`config.mk`:
```
export PLATFORM = sky130hd
export DESIGN_NAME = usb_serial_uart_port
export DESIGN_NICKNAME = d
export VERILOG_FILES = /design/src/uart_port_pkg.sv /design/src/baud_if.sv /design/src/usb_serial_uart_port.sv /design/src/baud_gen.sv /design/src/rx_buf_mem.sv
export VERILOG_INCLUDE_DIRS = /design/src
export SDC_FILE = /design/constraint.sdc
export NUM_CORES = 1
export LEC_CHECK = 0
export BUFFER_PORTS_ARGS = -buffer_cell sky130_fd_sc_hd__buf_4
export CORE_ASPECT_RATIO = 0.5
export CORE_UTILIZATION = 40
export CTS_CLUSTER_SIZE = 14
export DETAILED_ROUTE_END_ITERATION = 8
export PLACE_DENSITY = 0.61
export RECOVER_POWER = 25
export SKIP_LAST_GASP = 1
export SLEW_MARGIN = 5
export SYNTH_ARGS = -nofsm -noshare
export SYNTH_HDL_FRONTEND = slang
export SYNTH_SLANG_ARGS = --single-unit
```
`constraint.sdc`:
```
create_clock -name clk -period 5.8 [get_ports clk]
set_clock_uncertainty 0.05 [all_clocks]
set_input_delay 0.29 -clock clk [delete_from_list [all_inputs] [get_ports clk]]
set_output_delay 0.29 -clock clk [all_outputs]
set_load 0.01 [all_outputs]
```
`src/uart_port_defs.svh`:
```
// Register offsets, field positions, reset values and timing figures.
// Assumes a single 40 MHz clock and a 4-bit register word address.
`ifndef UART_PORT_DEFS_SVH
`define UART_PORT_DEFS_SVH

// Register word addresses
`define OFS_DIV 4'h0
`define OFS_LINE 4'h1
`define OFS_INV 4'h2
`define OFS_TMO 4'h3
`define OFS_TXDATA 4'h4
`define OFS_RXDATA 4'h5
`define OFS_STATUS 4'h6
`define OFS_CHIPID 4'h7

// Divisor fields
`define DIV_N_MSB 13
`define DIV_X_LSB 14
`define DIV_X_MSB 16
`define DIV_N_WRAP 15'h4000

// Line control bits
`define LINE_RTS 0
`define LINE_DTR 1
`define LINE_FLOW 2
`define LINE_PDN 3
`define LINE_STOP2 4

// Inversion bits, one per line
`define INV_TXD 0
`define INV_RXD 1
`define INV_RTS 2
`define INV_CTS 3
`define INV_DTR 4
`define INV_DSR 5
`define INV_DCD 6
`define INV_RI 7

// Status layout; sticky bits are write-one-to-clear
`define ST_STK_LSB 2
`define ST_STK_MSB 4
`define ST_PIN_LSB 8
`define ST_CNT_LSB 16

// Reset values
`define RST_DIV 17'h10138
`define RST_TMO 8'h10

// Timing: bit period = CLK_HZ * D / BASE_HZ in clock units
`define BASE_HZ 3000000
`define CLK_HZ 40000000
`define SCALE_HZ 1000000
`define ACC_STEP (2 * 8 * `BASE_HZ / `SCALE_HZ)
`define LIM_PER_DIV (`CLK_HZ / `SCALE_HZ)
`define CLK_PERIOD_NS 25
`define MS_NS 1000000

`endif

```
`src/uart_port_pkg.sv`:
```
// Types shared by the serial port modules.
// Assumes nothing beyond a SystemVerilog compiler.
`default_nettype none

package uart_port_pkg;
  typedef enum logic [1:0] {TX_IDLE, TX_START, TX_DATA, TX_STOP} tx_state_t;
  typedef enum logic [1:0] {RX_IDLE, RX_START, RX_DATA, RX_STOP} rx_state_t;
endpackage

`default_nettype wire

```
`src/baud_if.sv`:
```
// Carrier between a bit timer and the engine that uses it.
// Assumes both ends share one clock.
`default_nettype none

interface baud_if;
  logic [17:0] div8;
  logic restart;
  logic half;
  logic tick;
  modport gen (input div8, input restart, input half, output tick);
  modport user (output div8, output restart, output half, input tick);
endinterface

`default_nettype wire

```
`src/usb_serial_uart_port.sv`:
```
// Serial side of a USB bridge: bit timer, transmitter, receiver,
// receive buffer with idle flush, line inversion and power pull-down.
// Assumes pins synchronous to clk and a host that drains on flush.
//
// Function
// - The bit rate is the 3 MHz base divided by integer n plus fraction x.
// - The integer part n takes any value 2 to 16384, written 0 for 16384.
// - The fraction x is in eighths, 0 to 0.875, held in three bits.
// - A divisor of exactly one works, and nothing between one and two exists.
// - Standard and odd rates from 300 baud to 3 megabaud are reachable.
// - An idle receive timeout, 16 ms after reset, flushes buffered data.
// - The timeout is an 8-bit millisecond count, 1 to 255 ms.
// - Each of the eight serial lines has its own polarity inversion bit.
// - With the option set and power switch off, the lines are pulled low.
// - A fixed identity number is readable and no write changes it.
// - The transmit line is driven as an output carrying serial data.
// - Request-to-send is driven as an active-low output.
// - Terminal-ready is driven as an active-low output.
`include "uart_port_defs.svh"
`default_nettype none

module usb_serial_uart_port
  import uart_port_pkg::*;
#(
  parameter int MS_CYCLES = `MS_NS / `CLK_PERIOD_NS,
  // Arbitrary identity value
  parameter logic [31:0] CHIP_ID = 32'h1234ABCD
)
(
  // Clock, reset, enable
  input wire logic clk,
  input wire logic rst_n,
  input wire logic ce,
  // Register port
  input wire logic [3:0] reg_addr,
  input wire logic [31:0] reg_wdata,
  input wire logic reg_we,
  input wire logic reg_re,
  output logic [31:0] reg_rdata,
  // Serial lines
  output logic txd,
  input wire logic rxd,
  output logic rts_n,
  output logic dtr_n,
  input wire logic cts_n,
  input wire logic dsr_n,
  input wire logic dcd_n,
  input wire logic ri_n,
  // Power control
  input wire logic power_switch_on_n,
  output logic uart_pulldown_en,
  // Host side
  output logic rx_flush
);

  localparam int MS_W = $clog2(MS_CYCLES + 1);

  function automatic logic hit(input logic [3:0] a, input logic [3:0] ofs);
    return a == ofs;
  endfunction

  ////////////////////////////////////////////////////////////////////////////
  // Declarations
  logic [16:0] div_ff, nxt_div;
  logic [4:0] line_ff, nxt_line;
  logic [7:0] inv_ff, nxt_inv;
  logic [7:0] tmo_ff, nxt_tmo;
  logic [2:0] stk_ff, nxt_stk;
  logic [3:0] pin_st_ff, nxt_pin_st;
  logic [31:0] reg_rdata_ff, nxt_rdata;
  logic rts_n_ff, nxt_rts_n, dtr_n_ff, nxt_dtr_n, pdn_ff, nxt_pdn;
  logic [17:0] div8;
  logic [3:0] pin_vec, inv_in, pin_act;
  tx_state_t tx_st_ff, nxt_tx_st;
  logic [7:0] tx_sh_ff, nxt_tx_sh, tx_hold_ff, nxt_tx_hold;
  logic [2:0] tx_cnt_ff, nxt_tx_cnt;
  logic tx_stop2_ff, nxt_tx_stop2, tx_pend_ff, nxt_tx_pend;
  logic txd_ff, nxt_txd, tx_lvl, tx_done;
  rx_state_t rx_st_ff, nxt_rx_st;
  logic [7:0] rx_sh_ff, nxt_rx_sh, mem_rd;
  logic [2:0] rx_cnt_ff, nxt_rx_cnt;
  logic rxd_ff, nxt_rxd;
  logic [3:0] wr_ptr_ff, nxt_wr_ptr, rd_ptr_ff, nxt_rd_ptr;
  logic [4:0] cnt_ff, nxt_cnt;
  logic [MS_W-1:0] ms_ff, nxt_ms;
  logic [7:0] idle_ms_ff, nxt_idle_ms;
  logic armed_ff, nxt_armed, flush_ff, nxt_flush;
  logic push, pop, ovr_evt, ferr_evt;

  baud_if tx_bif ();
  baud_if rx_bif ();

  baud_gen u_tx_baud (.clk(clk), .rst_n(rst_n), .ce(ce), .bif(tx_bif));
  baud_gen u_rx_baud (.clk(clk), .rst_n(rst_n), .ce(ce), .bif(rx_bif));

  rx_buf_mem u_rx_mem (
    .clk(clk), .rst_n(rst_n), .ce(ce),
    .we(push), .waddr(wr_ptr_ff), .wdata(rx_sh_ff),
    .raddr(nxt_rd_ptr), .rdata(mem_rd)
  );

  ////////////////////////////////////////////////////////////////////////////
  // Input lines with per-line polarity
  assign pin_vec = {ri_n, dcd_n, dsr_n, cts_n};
  assign inv_in = {inv_ff[`INV_RI], inv_ff[`INV_DCD], inv_ff[`INV_DSR], inv_ff[`INV_CTS]};

  // one inversion bit per input line
  // clear-to-send taken as asserted when low
  for (genvar i = 0; i < 4; i++)
  begin : g_pin
    assign pin_act[i] = ~(pin_vec[i] ^ inv_in[i]);
  end

  // n of zero stands for 16384
  assign div8 = {(div_ff[`DIV_N_MSB:0] == 14'h0) ? `DIV_N_WRAP
                 : {1'b0, div_ff[`DIV_N_MSB:0]}, div_ff[`DIV_X_MSB:`DIV_X_LSB]};

  ////////////////////////////////////////////////////////////////////////////
  // Registers and control outputs
  always_comb
  begin
    nxt_div = div_ff;
    nxt_line = line_ff;
    nxt_inv = inv_ff;
    nxt_tmo = tmo_ff;
    nxt_rdata = 32'h0;
    nxt_pin_st = pin_act;
    nxt_stk = stk_ff;
    if (reg_we && hit(reg_addr, `OFS_STATUS))
      nxt_stk = stk_ff & ~reg_wdata[`ST_STK_MSB:`ST_STK_LSB];
    // Events set after the clear, so a same-cycle event survives
    nxt_stk = nxt_stk | {nxt_flush, ferr_evt, ovr_evt};
    if (reg_we)
    begin
      // n of one forces a zero fraction
      if (hit(reg_addr, `OFS_DIV))
        nxt_div = {(reg_wdata[`DIV_N_MSB:0] == 14'h1) ? 3'h0
                   : reg_wdata[`DIV_X_MSB:`DIV_X_LSB], reg_wdata[`DIV_N_MSB:0]};
      if (hit(reg_addr, `OFS_LINE))
        nxt_line = reg_wdata[4:0];
      if (hit(reg_addr, `OFS_INV))
        nxt_inv = reg_wdata[7:0];
      // zero is raised to one millisecond
      if (hit(reg_addr, `OFS_TMO))
        nxt_tmo = (reg_wdata[7:0] == 8'h0) ? 8'h01 : reg_wdata[7:0];
    end
    if (reg_re)
    begin
      case (reg_addr)
        `OFS_DIV: nxt_rdata = {15'h0, div_ff};
        `OFS_LINE: nxt_rdata = {27'h0, line_ff};
        `OFS_INV: nxt_rdata = {24'h0, inv_ff};
        `OFS_TMO: nxt_rdata = {24'h0, tmo_ff};
        `OFS_RXDATA: nxt_rdata = (cnt_ff != 5'h0) ? {24'h0, mem_rd} : 32'h0;
        `OFS_STATUS: nxt_rdata = {11'h0, cnt_ff, 4'h0, pin_st_ff, 2'h0, tx_pend_ff,
                                  stk_ff, (cnt_ff != 5'h0), (tx_st_ff != TX_IDLE)};
        // identity is a constant, no write path reaches it
        `OFS_CHIPID: nxt_rdata = CHIP_ID;
        default: nxt_rdata = 32'h0;
      endcase
    end
    nxt_rts_n = ~line_ff[`LINE_RTS] ^ inv_ff[`INV_RTS];
    nxt_dtr_n = ~line_ff[`LINE_DTR] ^ inv_ff[`INV_DTR];
    // bleed lines while external power is off
    nxt_pdn = line_ff[`LINE_PDN] && power_switch_on_n;
  end

  always_ff @(posedge clk)
  begin
    if (!rst_n)
    begin
      div_ff <= `RST_DIV;
      line_ff <= 5'h00;
      inv_ff <= 8'h00;
      tmo_ff <= `RST_TMO;
      stk_ff <= 3'h0;
      pin_st_ff <= 4'h0;
      reg_rdata_ff <= 32'h0;
      rts_n_ff <= 1'b1;
      dtr_n_ff <= 1'b1;
      pdn_ff <= 1'b0;
    end
    else if (ce)
    begin
      div_ff <= nxt_div;
      line_ff <= nxt_line;
      inv_ff <= nxt_inv;
      tmo_ff <= nxt_tmo;
      stk_ff <= nxt_stk;
      pin_st_ff <= nxt_pin_st;
      reg_rdata_ff <= nxt_rdata;
      rts_n_ff <= nxt_rts_n;
      dtr_n_ff <= nxt_dtr_n;
      pdn_ff <= nxt_pdn;
    end
  end

  ////////////////////////////////////////////////////////////////////////////
  // Transmitter
  assign tx_bif.div8 = div8;
  assign tx_bif.restart = (tx_st_ff == TX_IDLE);
  assign tx_bif.half = 1'b0;

  always_comb
  begin
    nxt_tx_st = tx_st_ff;
    nxt_tx_sh = tx_sh_ff;
    nxt_tx_cnt = tx_cnt_ff;
    nxt_tx_stop2 = tx_stop2_ff;
    nxt_tx_pend = tx_pend_ff;
    nxt_tx_hold = tx_hold_ff;
    tx_done = 1'b0;
    // A byte written while one is pending is dropped
    if (reg_we && hit(reg_addr, `OFS_TXDATA) && !tx_pend_ff)
    begin
      nxt_tx_pend = 1'b1;
      nxt_tx_hold = reg_wdata[7:0];
    end
    case (tx_st_ff)
      TX_IDLE:
        // hold off a new character while clear-to-send is off
        if (tx_pend_ff && (!line_ff[`LINE_FLOW] || pin_act[0]))
        begin
          nxt_tx_st = TX_START;
          nxt_tx_sh = tx_hold_ff;
          nxt_tx_pend = 1'b0;
        end
      TX_START:
        if (tx_bif.tick)
        begin
          nxt_tx_st = TX_DATA;
          nxt_tx_cnt = 3'h0;
        end
      TX_DATA:
        if (tx_bif.tick)
        begin
          nxt_tx_sh = {1'b0, tx_sh_ff[7:1]};
          nxt_tx_cnt = tx_cnt_ff + 3'h1;
          if (tx_cnt_ff == 3'h7)
          begin
            nxt_tx_st = TX_STOP;
            nxt_tx_stop2 = line_ff[`LINE_STOP2];
          end
        end
      TX_STOP:
        if (tx_bif.tick)
        begin
          if (tx_stop2_ff)
            nxt_tx_stop2 = 1'b0;
          else
          begin
            nxt_tx_st = TX_IDLE;
            tx_done = 1'b1;
          end
        end
      default: nxt_tx_st = TX_IDLE;
    endcase
    // low start, high stop and idle
    tx_lvl = (tx_st_ff == TX_START) ? 1'b0 : ((tx_st_ff == TX_DATA) ? tx_sh_ff[0] : 1'b1);
    // transmit line driven with its own inversion
    nxt_txd = tx_lvl ^ inv_ff[`INV_TXD];
  end

  always_ff @(posedge clk)
  begin
    if (!rst_n)
    begin
      tx_st_ff <= TX_IDLE;
      tx_sh_ff <= 8'h00;
      tx_cnt_ff <= 3'h0;
      tx_stop2_ff <= 1'b0;
      tx_pend_ff <= 1'b0;
      tx_hold_ff <= 8'h00;
      txd_ff <= 1'b1;
    end
    else if (ce)
    begin
      tx_st_ff <= nxt_tx_st;
      tx_sh_ff <= nxt_tx_sh;
      tx_cnt_ff <= nxt_tx_cnt;
      tx_stop2_ff <= nxt_tx_stop2;
      tx_pend_ff <= nxt_tx_pend;
      tx_hold_ff <= nxt_tx_hold;
      txd_ff <= nxt_txd;
    end
  end

  ////////////////////////////////////////////////////////////////////////////
  // Receiver, buffer pointers and idle flush
  assign rx_bif.div8 = div8;
  assign rx_bif.restart = (rx_st_ff == RX_IDLE);
  assign rx_bif.half = (rx_st_ff == RX_START);

  always_comb
  begin
    // receive line sampled with its own inversion
    nxt_rxd = rxd ^ inv_ff[`INV_RXD];
    nxt_rx_st = rx_st_ff;
    nxt_rx_sh = rx_sh_ff;
    nxt_rx_cnt = rx_cnt_ff;
    push = 1'b0;
    ovr_evt = 1'b0;
    ferr_evt = 1'b0;
    case (rx_st_ff)
      RX_IDLE:
        if (!rxd_ff)
          nxt_rx_st = RX_START;
      RX_START:
        // Start bit rechecked mid-bit to reject glitches
        if (rx_bif.tick)
        begin
          nxt_rx_st = rxd_ff ? RX_IDLE : RX_DATA;
          nxt_rx_cnt = 3'h0;
        end
      RX_DATA:
        if (rx_bif.tick)
        begin
          nxt_rx_sh = {rxd_ff, rx_sh_ff[7:1]};
          nxt_rx_cnt = rx_cnt_ff + 3'h1;
          if (rx_cnt_ff == 3'h7)
            nxt_rx_st = RX_STOP;
        end
      RX_STOP:
        // a low stop bit is a framing error
        if (rx_bif.tick)
        begin
          nxt_rx_st = RX_IDLE;
          ferr_evt = !rxd_ff;
          push = rxd_ff && (cnt_ff != 5'h10);
          ovr_evt = rxd_ff && (cnt_ff == 5'h10);
        end
      default: nxt_rx_st = RX_IDLE;
    endcase
    pop = reg_re && hit(reg_addr, `OFS_RXDATA) && (cnt_ff != 5'h0);
    nxt_wr_ptr = wr_ptr_ff + {3'h0, push};
    nxt_rd_ptr = rd_ptr_ff + {3'h0, pop};
    nxt_cnt = cnt_ff + {4'h0, push} - {4'h0, pop};
    nxt_flush = 1'b0;
    nxt_ms = ms_ff;
    nxt_idle_ms = idle_ms_ff;
    nxt_armed = armed_ff;
    // leftover bytes flushed after the idle time
    if (push)
    begin
      nxt_armed = 1'b1;
      nxt_ms = '0;
      nxt_idle_ms = 8'h00;
    end
    else if (armed_ff && (cnt_ff != 5'h0))
    begin
      if (ms_ff == MS_W'(MS_CYCLES - 1))
      begin
        nxt_ms = '0;
        nxt_idle_ms = idle_ms_ff + 8'h01;
        if (idle_ms_ff + 8'h01 >= tmo_ff)
        begin
          nxt_flush = 1'b1;
          nxt_armed = 1'b0;
          nxt_idle_ms = 8'h00;
        end
      end
      else
        nxt_ms = ms_ff + MS_W'(1);
    end
    else
    begin
      nxt_ms = '0;
      nxt_idle_ms = 8'h00;
      nxt_armed = 1'b0;
    end
  end

  always_ff @(posedge clk)
  begin
    if (!rst_n)
    begin
      rxd_ff <= 1'b1;
      rx_st_ff <= RX_IDLE;
      rx_sh_ff <= 8'h00;
      rx_cnt_ff <= 3'h0;
      wr_ptr_ff <= 4'h0;
      rd_ptr_ff <= 4'h0;
      cnt_ff <= 5'h00;
      ms_ff <= '0;
      idle_ms_ff <= 8'h00;
      armed_ff <= 1'b0;
      flush_ff <= 1'b0;
    end
    else if (ce)
    begin
      rxd_ff <= nxt_rxd;
      rx_st_ff <= nxt_rx_st;
      rx_sh_ff <= nxt_rx_sh;
      rx_cnt_ff <= nxt_rx_cnt;
      wr_ptr_ff <= nxt_wr_ptr;
      rd_ptr_ff <= nxt_rd_ptr;
      cnt_ff <= nxt_cnt;
      ms_ff <= nxt_ms;
      idle_ms_ff <= nxt_idle_ms;
      armed_ff <= nxt_armed;
      flush_ff <= nxt_flush;
    end
  end

  assign reg_rdata = reg_rdata_ff;
  assign txd = txd_ff;
  assign rts_n = rts_n_ff;
  assign dtr_n = dtr_n_ff;
  assign uart_pulldown_en = pdn_ff;
  assign rx_flush = flush_ff;
endmodule

`default_nettype wire

```
`src/baud_gen.sv`:
```
// Fractional bit timer: ticks once per bit, or per half bit.
// Assumes the divisor is held in eighths and never below 8.
`include "uart_port_defs.svh"
`default_nettype none

module baud_gen
  import uart_port_pkg::*;
(
  // Clock and reset
  input wire logic clk,
  input wire logic rst_n,
  input wire logic ce,
  // Timer carrier
  baud_if.gen bif
);

  logic [24:0] acc_ff;
  logic [24:0] nxt_acc;
  logic [24:0] limit;
  logic [24:0] sum;
  logic tick_c;

  // base rate divided by n plus x
  // residual kept, so slow and odd rates stay exact on average
  always_comb
  begin
    limit = 25'(bif.div8) * 25'(`LIM_PER_DIV);
    if (!bif.half)
      limit = {limit[23:0], 1'b0};
    sum = acc_ff + 25'(`ACC_STEP);
    tick_c = ce && !bif.restart && (sum >= limit);
    nxt_acc = bif.restart ? 25'h0 : (tick_c ? sum - limit : sum);
  end

  always_ff @(posedge clk)
  begin
    if (!rst_n)
      acc_ff <= 25'h0;
    else if (ce)
      acc_ff <= nxt_acc;
  end

  assign bif.tick = tick_c;
endmodule

`default_nettype wire

```
`src/rx_buf_mem.sv`:
```
// Receive buffer storage, sixteen bytes, registered read port.
// Assumes the caller keeps pointers; a write to the read address bypasses.
`default_nettype none

module rx_buf_mem
  import uart_port_pkg::*;
(
  // Clock and reset
  input wire logic clk,
  input wire logic rst_n,
  input wire logic ce,
  // Write side
  input wire logic we,
  input wire logic [3:0] waddr,
  input wire logic [7:0] wdata,
  // Read side
  input wire logic [3:0] raddr,
  output logic [7:0] rdata
);

  logic [7:0] mem_ff [16];
  logic [7:0] rd_ff;
  logic [7:0] nxt_rd;

  // Bypass keeps a byte written to an empty buffer readable at once
  always_comb
  begin
    nxt_rd = (we && (waddr == raddr)) ? wdata : mem_ff[raddr];
  end

  always_ff @(posedge clk)
  begin
    if (ce && we)
      mem_ff[waddr] <= wdata;
  end

  always_ff @(posedge clk)
  begin
    if (!rst_n)
      rd_ff <= 8'h00;
    else if (ce)
      rd_ff <= nxt_rd;
  end

  assign rdata = rd_ff;

endmodule

`default_nettype wire

```
* Word-level counts from Yosys, hierarchy flattened *
Memory sizes are Yosys's and may differ from the RTL's. A register that Yosys moved wholly into a read port is not among the register bits.
Cells that the tools add are included.
W data, S select, Z words.

storage, ports and cells
  flip-flop bits (word level) = 207
  latch bits = 0
  memory bits (writable) = 128
  bits in read-only memories = 0
  input port bits = 47
  output and inout bits = 37
  word-level logic and storage cells = 210
  memories = 1

cells by class
  add/sub/neg operators = 12
  $mul = 1
  divide/modulo/power cells = 0
  order comparisons = 3
  equality and inequality tests = 32
  shift operators = 0
  multiplexer cells = 67
  bitwise operators = 17
  reduce and logical (&&, ||, !) cells = 47

memories
  name             words  width  read ports  clocked after memory_dff  wr ports  RTL line          source
  u_rx_mem.mem_ff  16     8      1           1                         1         rx_buf_mem.sv:21  logic [7:0] mem_ff [16];

operator list
  kind                     number
  $pmux W29 S7             1
  $mux W25                 5
  $mux W8                  8
  $add A25 B6 Y25 const B  2
  $ge A25 B25 Y1           2
  $sub A25 B25 Y25         2
  $mux W16                 3
  $mux W29                 1
  $mux W1                  24
  $mux W2                  12
  $ne A2 B2 Y1 const B     11
  $mul A18 B3 Y21 const B  1
  $mux W3                  6
  $reduce_and A3 Y1        6
  $add A16 B1 Y16 const B  1
  $eq A16 B16 Y1 const B   1
  $eq A4 B3 Y1 const B     4
  $pmux W2 S4              2
  $pmux W8 S2              1
  $logic_and A1 B1 Y1      15
  $mux W15                 1
  $eq A14 B1 Y1 const B    1
  $logic_not A14 Y1        1
  $pmux W3 S2              2
  32 further kinds         66

* Longest topological paths before layout *
  word-level depth = 11
  mapped depth = 34
  mapped depth without buffers = 32

* Hierarchy *
Synthesis repeated with hierarchy kept, for this count alone.

unflattened totals
  cell total of the unflattened synthesis = 2050
  area, all modules = 19894.1 µm²

by module, submodules not included
  module                 times used  cells an instance  area each (µm²)  sequential area each (µm²)
  usb_serial_uart_port   1           863                7292.0           2942.8
  rx_buf_mem             1           260                5375.2           4003.8
  baud_gen at u_rx_baud  1           471                3647.2           440.4
  baud_gen at u_tx_baud  1           456                3579.7           440.4

* Least setup slack after synthesis *
Ideal clock, no wire load.

  path kind = register to register
  start = reg div_ff[8]
  end = reg cnt_ff[4]
  setup time = 0.128 ns
  arrival = 5.938 ns
  required time = 5.622 ns
  setup slack = -0.316 ns
  cell stages (with the launch flop) = 33
  buffers on the path = 2
  clock period less this slack = 6.116 ns
  path through = dfxtp_1 > clkbuf_1 > ha_1 > ha_1 > clkbuf_1 > a21o_1 > a21oi_1 > o21bai_1 > a2111oi_0 > o311ai_0 > a21oi_1 > xnor2_1 > a21oi_1 > ha_1 > a21o_1 > a211oi_2 > o21ai_1 > or3_4 > o311a_4 > nand2_8 > ha_1 > inv_1 > ha_1 > inv_1 > fa_1 > inv_1 > a21oi_1 > nor2_1 > nor2_1 > xnor2_1 > nand2_1 > xor2_1 > nor2_1

on the way
  word-level cells in the longest chain between the ends = 10

ends and longest elaborated chain
  what                     RTL line                     source
  from (decl)              usb_serial_uart_port.sv:64   logic [16:0] div_ff, nxt_div;
  from (signal assigned)   usb_serial_uart_port.sv:172  div_ff <= `RST_DIV;
  from (signal assigned)   usb_serial_uart_port.sv:185  div_ff <= nxt_div;
  $logic_not A14 Y1        usb_serial_uart_port.sv:115  assign div8 = {(div_ff[`DIV_N_MSB:0] == 14'h0) ? `DIV_N_WRAP
  $mux W15 (*)             usb_serial_uart_port.sv:115
  $mul A18 B3 Y21 (*)      baud_gen.sv:27               limit = 25'(bif.div8) * 25'(`LIM_PER_DIV);
  $mux W25 (*)             baud_gen.sv:28               if (!bif.half)
  $ge A25 B25 Y1 (*)       baud_gen.sv:31               tick_c = ce && !bif.restart && (sum >= limit);
  $logic_and A1 B1 Y1 (*)  baud_gen.sv:31
  $mux W1 (*)              usb_serial_uart_port.sv:325  if (rx_bif.tick)
  $mux W1 (*)              usb_serial_uart_port.sv:304  case (rx_st_ff)
  $add A5 B1 Y5 (*)        usb_serial_uart_port.sv:337  nxt_cnt = cnt_ff + {4'h0, push} - {4'h0, pop};
  $sub A5 B1 Y5 (*)        usb_serial_uart_port.sv:337
  to (signal assigned)     usb_serial_uart_port.sv:397  cnt_ff <= nxt_cnt;
  to (decl)                usb_serial_uart_port.sv:84   logic [4:0] cnt_ff, nxt_cnt;

Mark *: on every way between the ends. The rest lies on a longest branch, timed or not.
A chain may end at the register's enable or synchronous reset.

* Worst setup path after layout *
  start = reg div_ff[0]
  end = reg cnt_ff[4]

The elaborated chain is that of the path after synthesis.

==> impl_metrics.env <==
export IMPL_status="complete, but fails checks"
export IMPL_violations="negative setup slack"
export IMPL_core_um2=45300
export IMPL_wirelength_um=49600
export IMPL_cts_tree="done"
export IMPL_cp_slowest_cell="o311a_4"
export IMPL_layout_commonest_cell="nand2_1"
export IMPL_placed_area_um2=20100
export IMPL_yosysUniqueCellTypes=87
export IMPL_die_width_um=306
export IMPL_min_to="rxd_ff"
export IMPL_place_gp_congestion=0.906
export IMPL_htreeDepth=2
export IMPL_initialDrtViolationCount=1092
export IMPL_synthArstFlopShare_pct=0
export IMPL_placedCellCount=2587
export IMPL_instances_no_fill=2684
export IMPL_cp_startpoint="div_ff[0]"
export IMPL_yosysTopAreaCellShare_pct=21.5
export IMPL_die_area_um2=47100
export IMPL_cts_num_sinks=326
export IMPL_yosys_warnings=0
export IMPL_grt_pass1_wl_um=77500
export IMPL_r2r_slack_ns=-0.11
export IMPL_synth_edf_count=128
export IMPL_pin_count=84
export IMPL_fp_row_count=55
export IMPL_maxSlewHeadroom_pct=18.9
export IMPL_netlist_area_um2=18500
export IMPL_cts_buffer_depth=3
export IMPL_crit_path_max_incr_delay_ns=0.41
export IMPL_numCtsBuffers=34
export IMPL_drive_above_1_share_pct=17.1
export IMPL_cp_start_kind="flop"
export IMPL_hold_path_cell_count=4
export IMPL_worstSkewPairLatency_ns=0.56
export IMPL_avgSynthCellArea_um2=9.58
export IMPL_path_max_fanout=3
export IMPL_p_leak_nw=8.73
export IMPL_setup_violations=2
export IMPL_r2r_start="div_ff[0]"
export IMPL_io_buffers=60
export IMPL_synth_seq_area_share_pct=42.3
export IMPL_arrival_ns=6.26
export IMPL_finalMaxSlewViolations=0
export IMPL_hold_class="input pin to flop"
export IMPL_finalCritPeriodShare_pct=102
export IMPL_nets=2210
export IMPL_worstPathRequired_ns=6.15
export IMPL_avgViaCountPerCell=5.52
export IMPL_path_clk_slew_ns=0.07
export IMPL_pre_cts_ws_ns=-0.159
export IMPL_yosys_top_cells_area="dfxtp_1 21%, edfxtp_1 21%, ha_1 6.6%, mux4_2 5.1%, nand2_1 4.3%"
export IMPL_min_from="rxd"
export IMPL_max_freq_mhz=169
export IMPL_hold_viol=0
export IMPL_cp_common_cell="ha_4"
export IMPL_diodes=0
export IMPL_worstMarginPinSlew_ns=1.21
export IMPL_grt_antenna_before_repair=0
export IMPL_overflow=0
export IMPL_grt_pass1_vias=13900
export IMPL_synthCells=1928
export IMPL_wl_per_cell_um=18.5
export IMPL_ys_ff_latch=326
export IMPL_initial_core_util_pct=40.7
export IMPL_die_h_um=154
export IMPL_design_area_um2=21600
export IMPL_worstRegToRegCells=32
export IMPL_p_per_area_nw_per_um2=228
export IMPL_end_kind="flop"
export IMPL_most_common_layout_cells="212 x nand2_1, 195 x dfxtp_1, 178 x buf_4, 166 x nor2_1, 136 x a21oi_1"
export IMPL_drc=0
export IMPL_dp_hpwl_um=35300
export IMPL_holdWs_ns=0.0464
export IMPL_syn2layout_area_growth_pct=17.0
export IMPL_dr_total_vias=14800
export IMPL_cap_violations=0
export IMPL_yosysTopAreaCell="dfxtp_1"
export IMPL_fin_ws_ns=-0.108
export IMPL_r2r_end="cnt_ff[4]"
export IMPL_fillers=4193
export IMPL_rsz0062_at_grt="yes"
export IMPL_grt_max_degree=60
export IMPL_cts_root_buf="clkbuf_16"
export IMPL_period_needed_ns=5.91
export IMPL_synthFlopType="dfxtp_1"
export IMPL_drtAntennaViolNets=0
export IMPL_ir_drop_mv=0.170
export IMPL_crit_type="flop to flop"
export IMPL_grt_usage_pct=20.8
export IMPL_drt_first_pass_iters=7
==> through the flow <==
| stage | TNS [ns] | utilization (%) | power (mW) |
|---|---|---|---|
| final | -0.141 | 47.7 | 4.93 |
| after global routing | -0.742 | 47.7 | 5.10 |
| after CTS | 0 | 47.3 | 4.97 |
| after detailed placement | -0.159 | 44.3 | 2.79 |
| after global placement | -0.118 | 44.3 | 2.79 |
| after floorplan | 0 | - | 2.67 |
==> cells by family (layout without fill, tap and decap cells) <==
group                    Yosys count  after routing  synth area share, %
AO/OA/AOI/OAI                    429            429                 15.0
flip-flops                       326            326                 42.3
XOR/XNOR                         118            118                 5.59
buffers and inverters            184            334                 4.04
AND/OR/NAND/NOR                  647            647                 16.5
other                              2             10               0.0406
multiplexers                     120            120                 9.45
adder cells (fa/ha/maj)          102            102                 7.07
==> cell usage after synthesis (all sizes together), types with 9 or more instances <==
master / instances
nor3: 36
ha: 98
or2: 9
a21o: 23
o21ai: 92
or3: 14
xor2: 62
mux4: 42
buf: 31
nor4: 17
clkbuf: 78
a211oi: 16
and2: 12
a21boi: 9
o21a: 13
xnor2: 56
nand2: 214
inv: 75
mux2i: 63
a211o: 10
nor2: 173
edfxtp: 128
a22oi: 11
nand2b: 15
mux2: 15
and3: 20
a21oi: 140
nand3: 64
nor2b: 18
a31oi: 20
dfxtp: 198
nand4: 25
==> sequential cells by signal (all words and copies together), names as in the netlist, 4 cells and up <==
name	cells
wr_ptr_ff	4
rd_ptr_ff	4
reg_rdata	22
cnt_ff	5
div_ff	17
rx_sh_ff	8
u_rx_mem.rdata	8
inv_ff	8
tx_sh_ff	8
idle_ms_ff	8
ms_ff	16
pin_st_ff	4
u_rx_baud.acc_ff	22
line_ff	5
tmo_ff	8
u_rx_mem.mem_ff	128
tx_hold_ff	8
u_tx_baud.acc_ff	21
==> critical path, delay by kind of cell (launching register included) <==
kind,cells,cell delay (ns)
AOI/OAI and AO/OA,11,2.07
xor gates and xnor gates,2,0.30
adders and majority gates,7,1.74
buffers and inverters,4,0.19
DFF,1,0.34
muxes,1,0.12
and+or+nand+nor,7,0.93
==> routing by layer <==
metal  global-route usage, %  vias up  routed length [um]
met2                    35.1      329               23500
met4                    6.22        0                1230
li1                        -     7299                   -
met3                    3.06       76                2330
met5                       0        -                   0
met1                    27.7     7117               22600
==> repair_timing <==
action,4_1_cts,5_1_grt
endpoints found under the hold margin,39,0
endpoints found under the setup margin,1,95
gates resized for setup,7,27
buffers inserted,12,6
pin swaps,18,34
hold buffers,18,0
==> final cells by class <==
cell class / instances / area [um^2] / share of cell area (%)
multi-input cells: 1426 / 10200 / 47.0
flip-flops and latches: 326 / 7810 / 36.1
repair buffers: 198 / 1540 / 7.12
clock buffers: 45 / 923 / 4.27
well taps: 598 / 748 / 3.46
inverters: 75 / 287 / 1.32
clock inverters: 16 / 154 / 0.712
==> report_power, final <==
| part | internal (mW) | leakage [nW] | switching (mW) |
|---|---|---|---|
| Sequential | 2.38 | 2.99 | 0.0157 |
| Clock | 1.19 | 0.514 | 0.983 |
| Combinational | 0.146 | 5.22 | 0.215 |
| Total | 3.71 | 8.73 | 1.21 |
==> worst max path at each step <==
stage	end	slack, ns
after global routing	cnt_ff[4]	-0.37
after floorplan	cnt_ff[4]	0.02
final	cnt_ff[4]	-0.11
after global placement	cnt_ff[4]	-0.12
after CTS	cnt_ff[4]	0.002
after detailed placement	cnt_ff[4]	-0.16
Power figures use the tool's default switching activity.
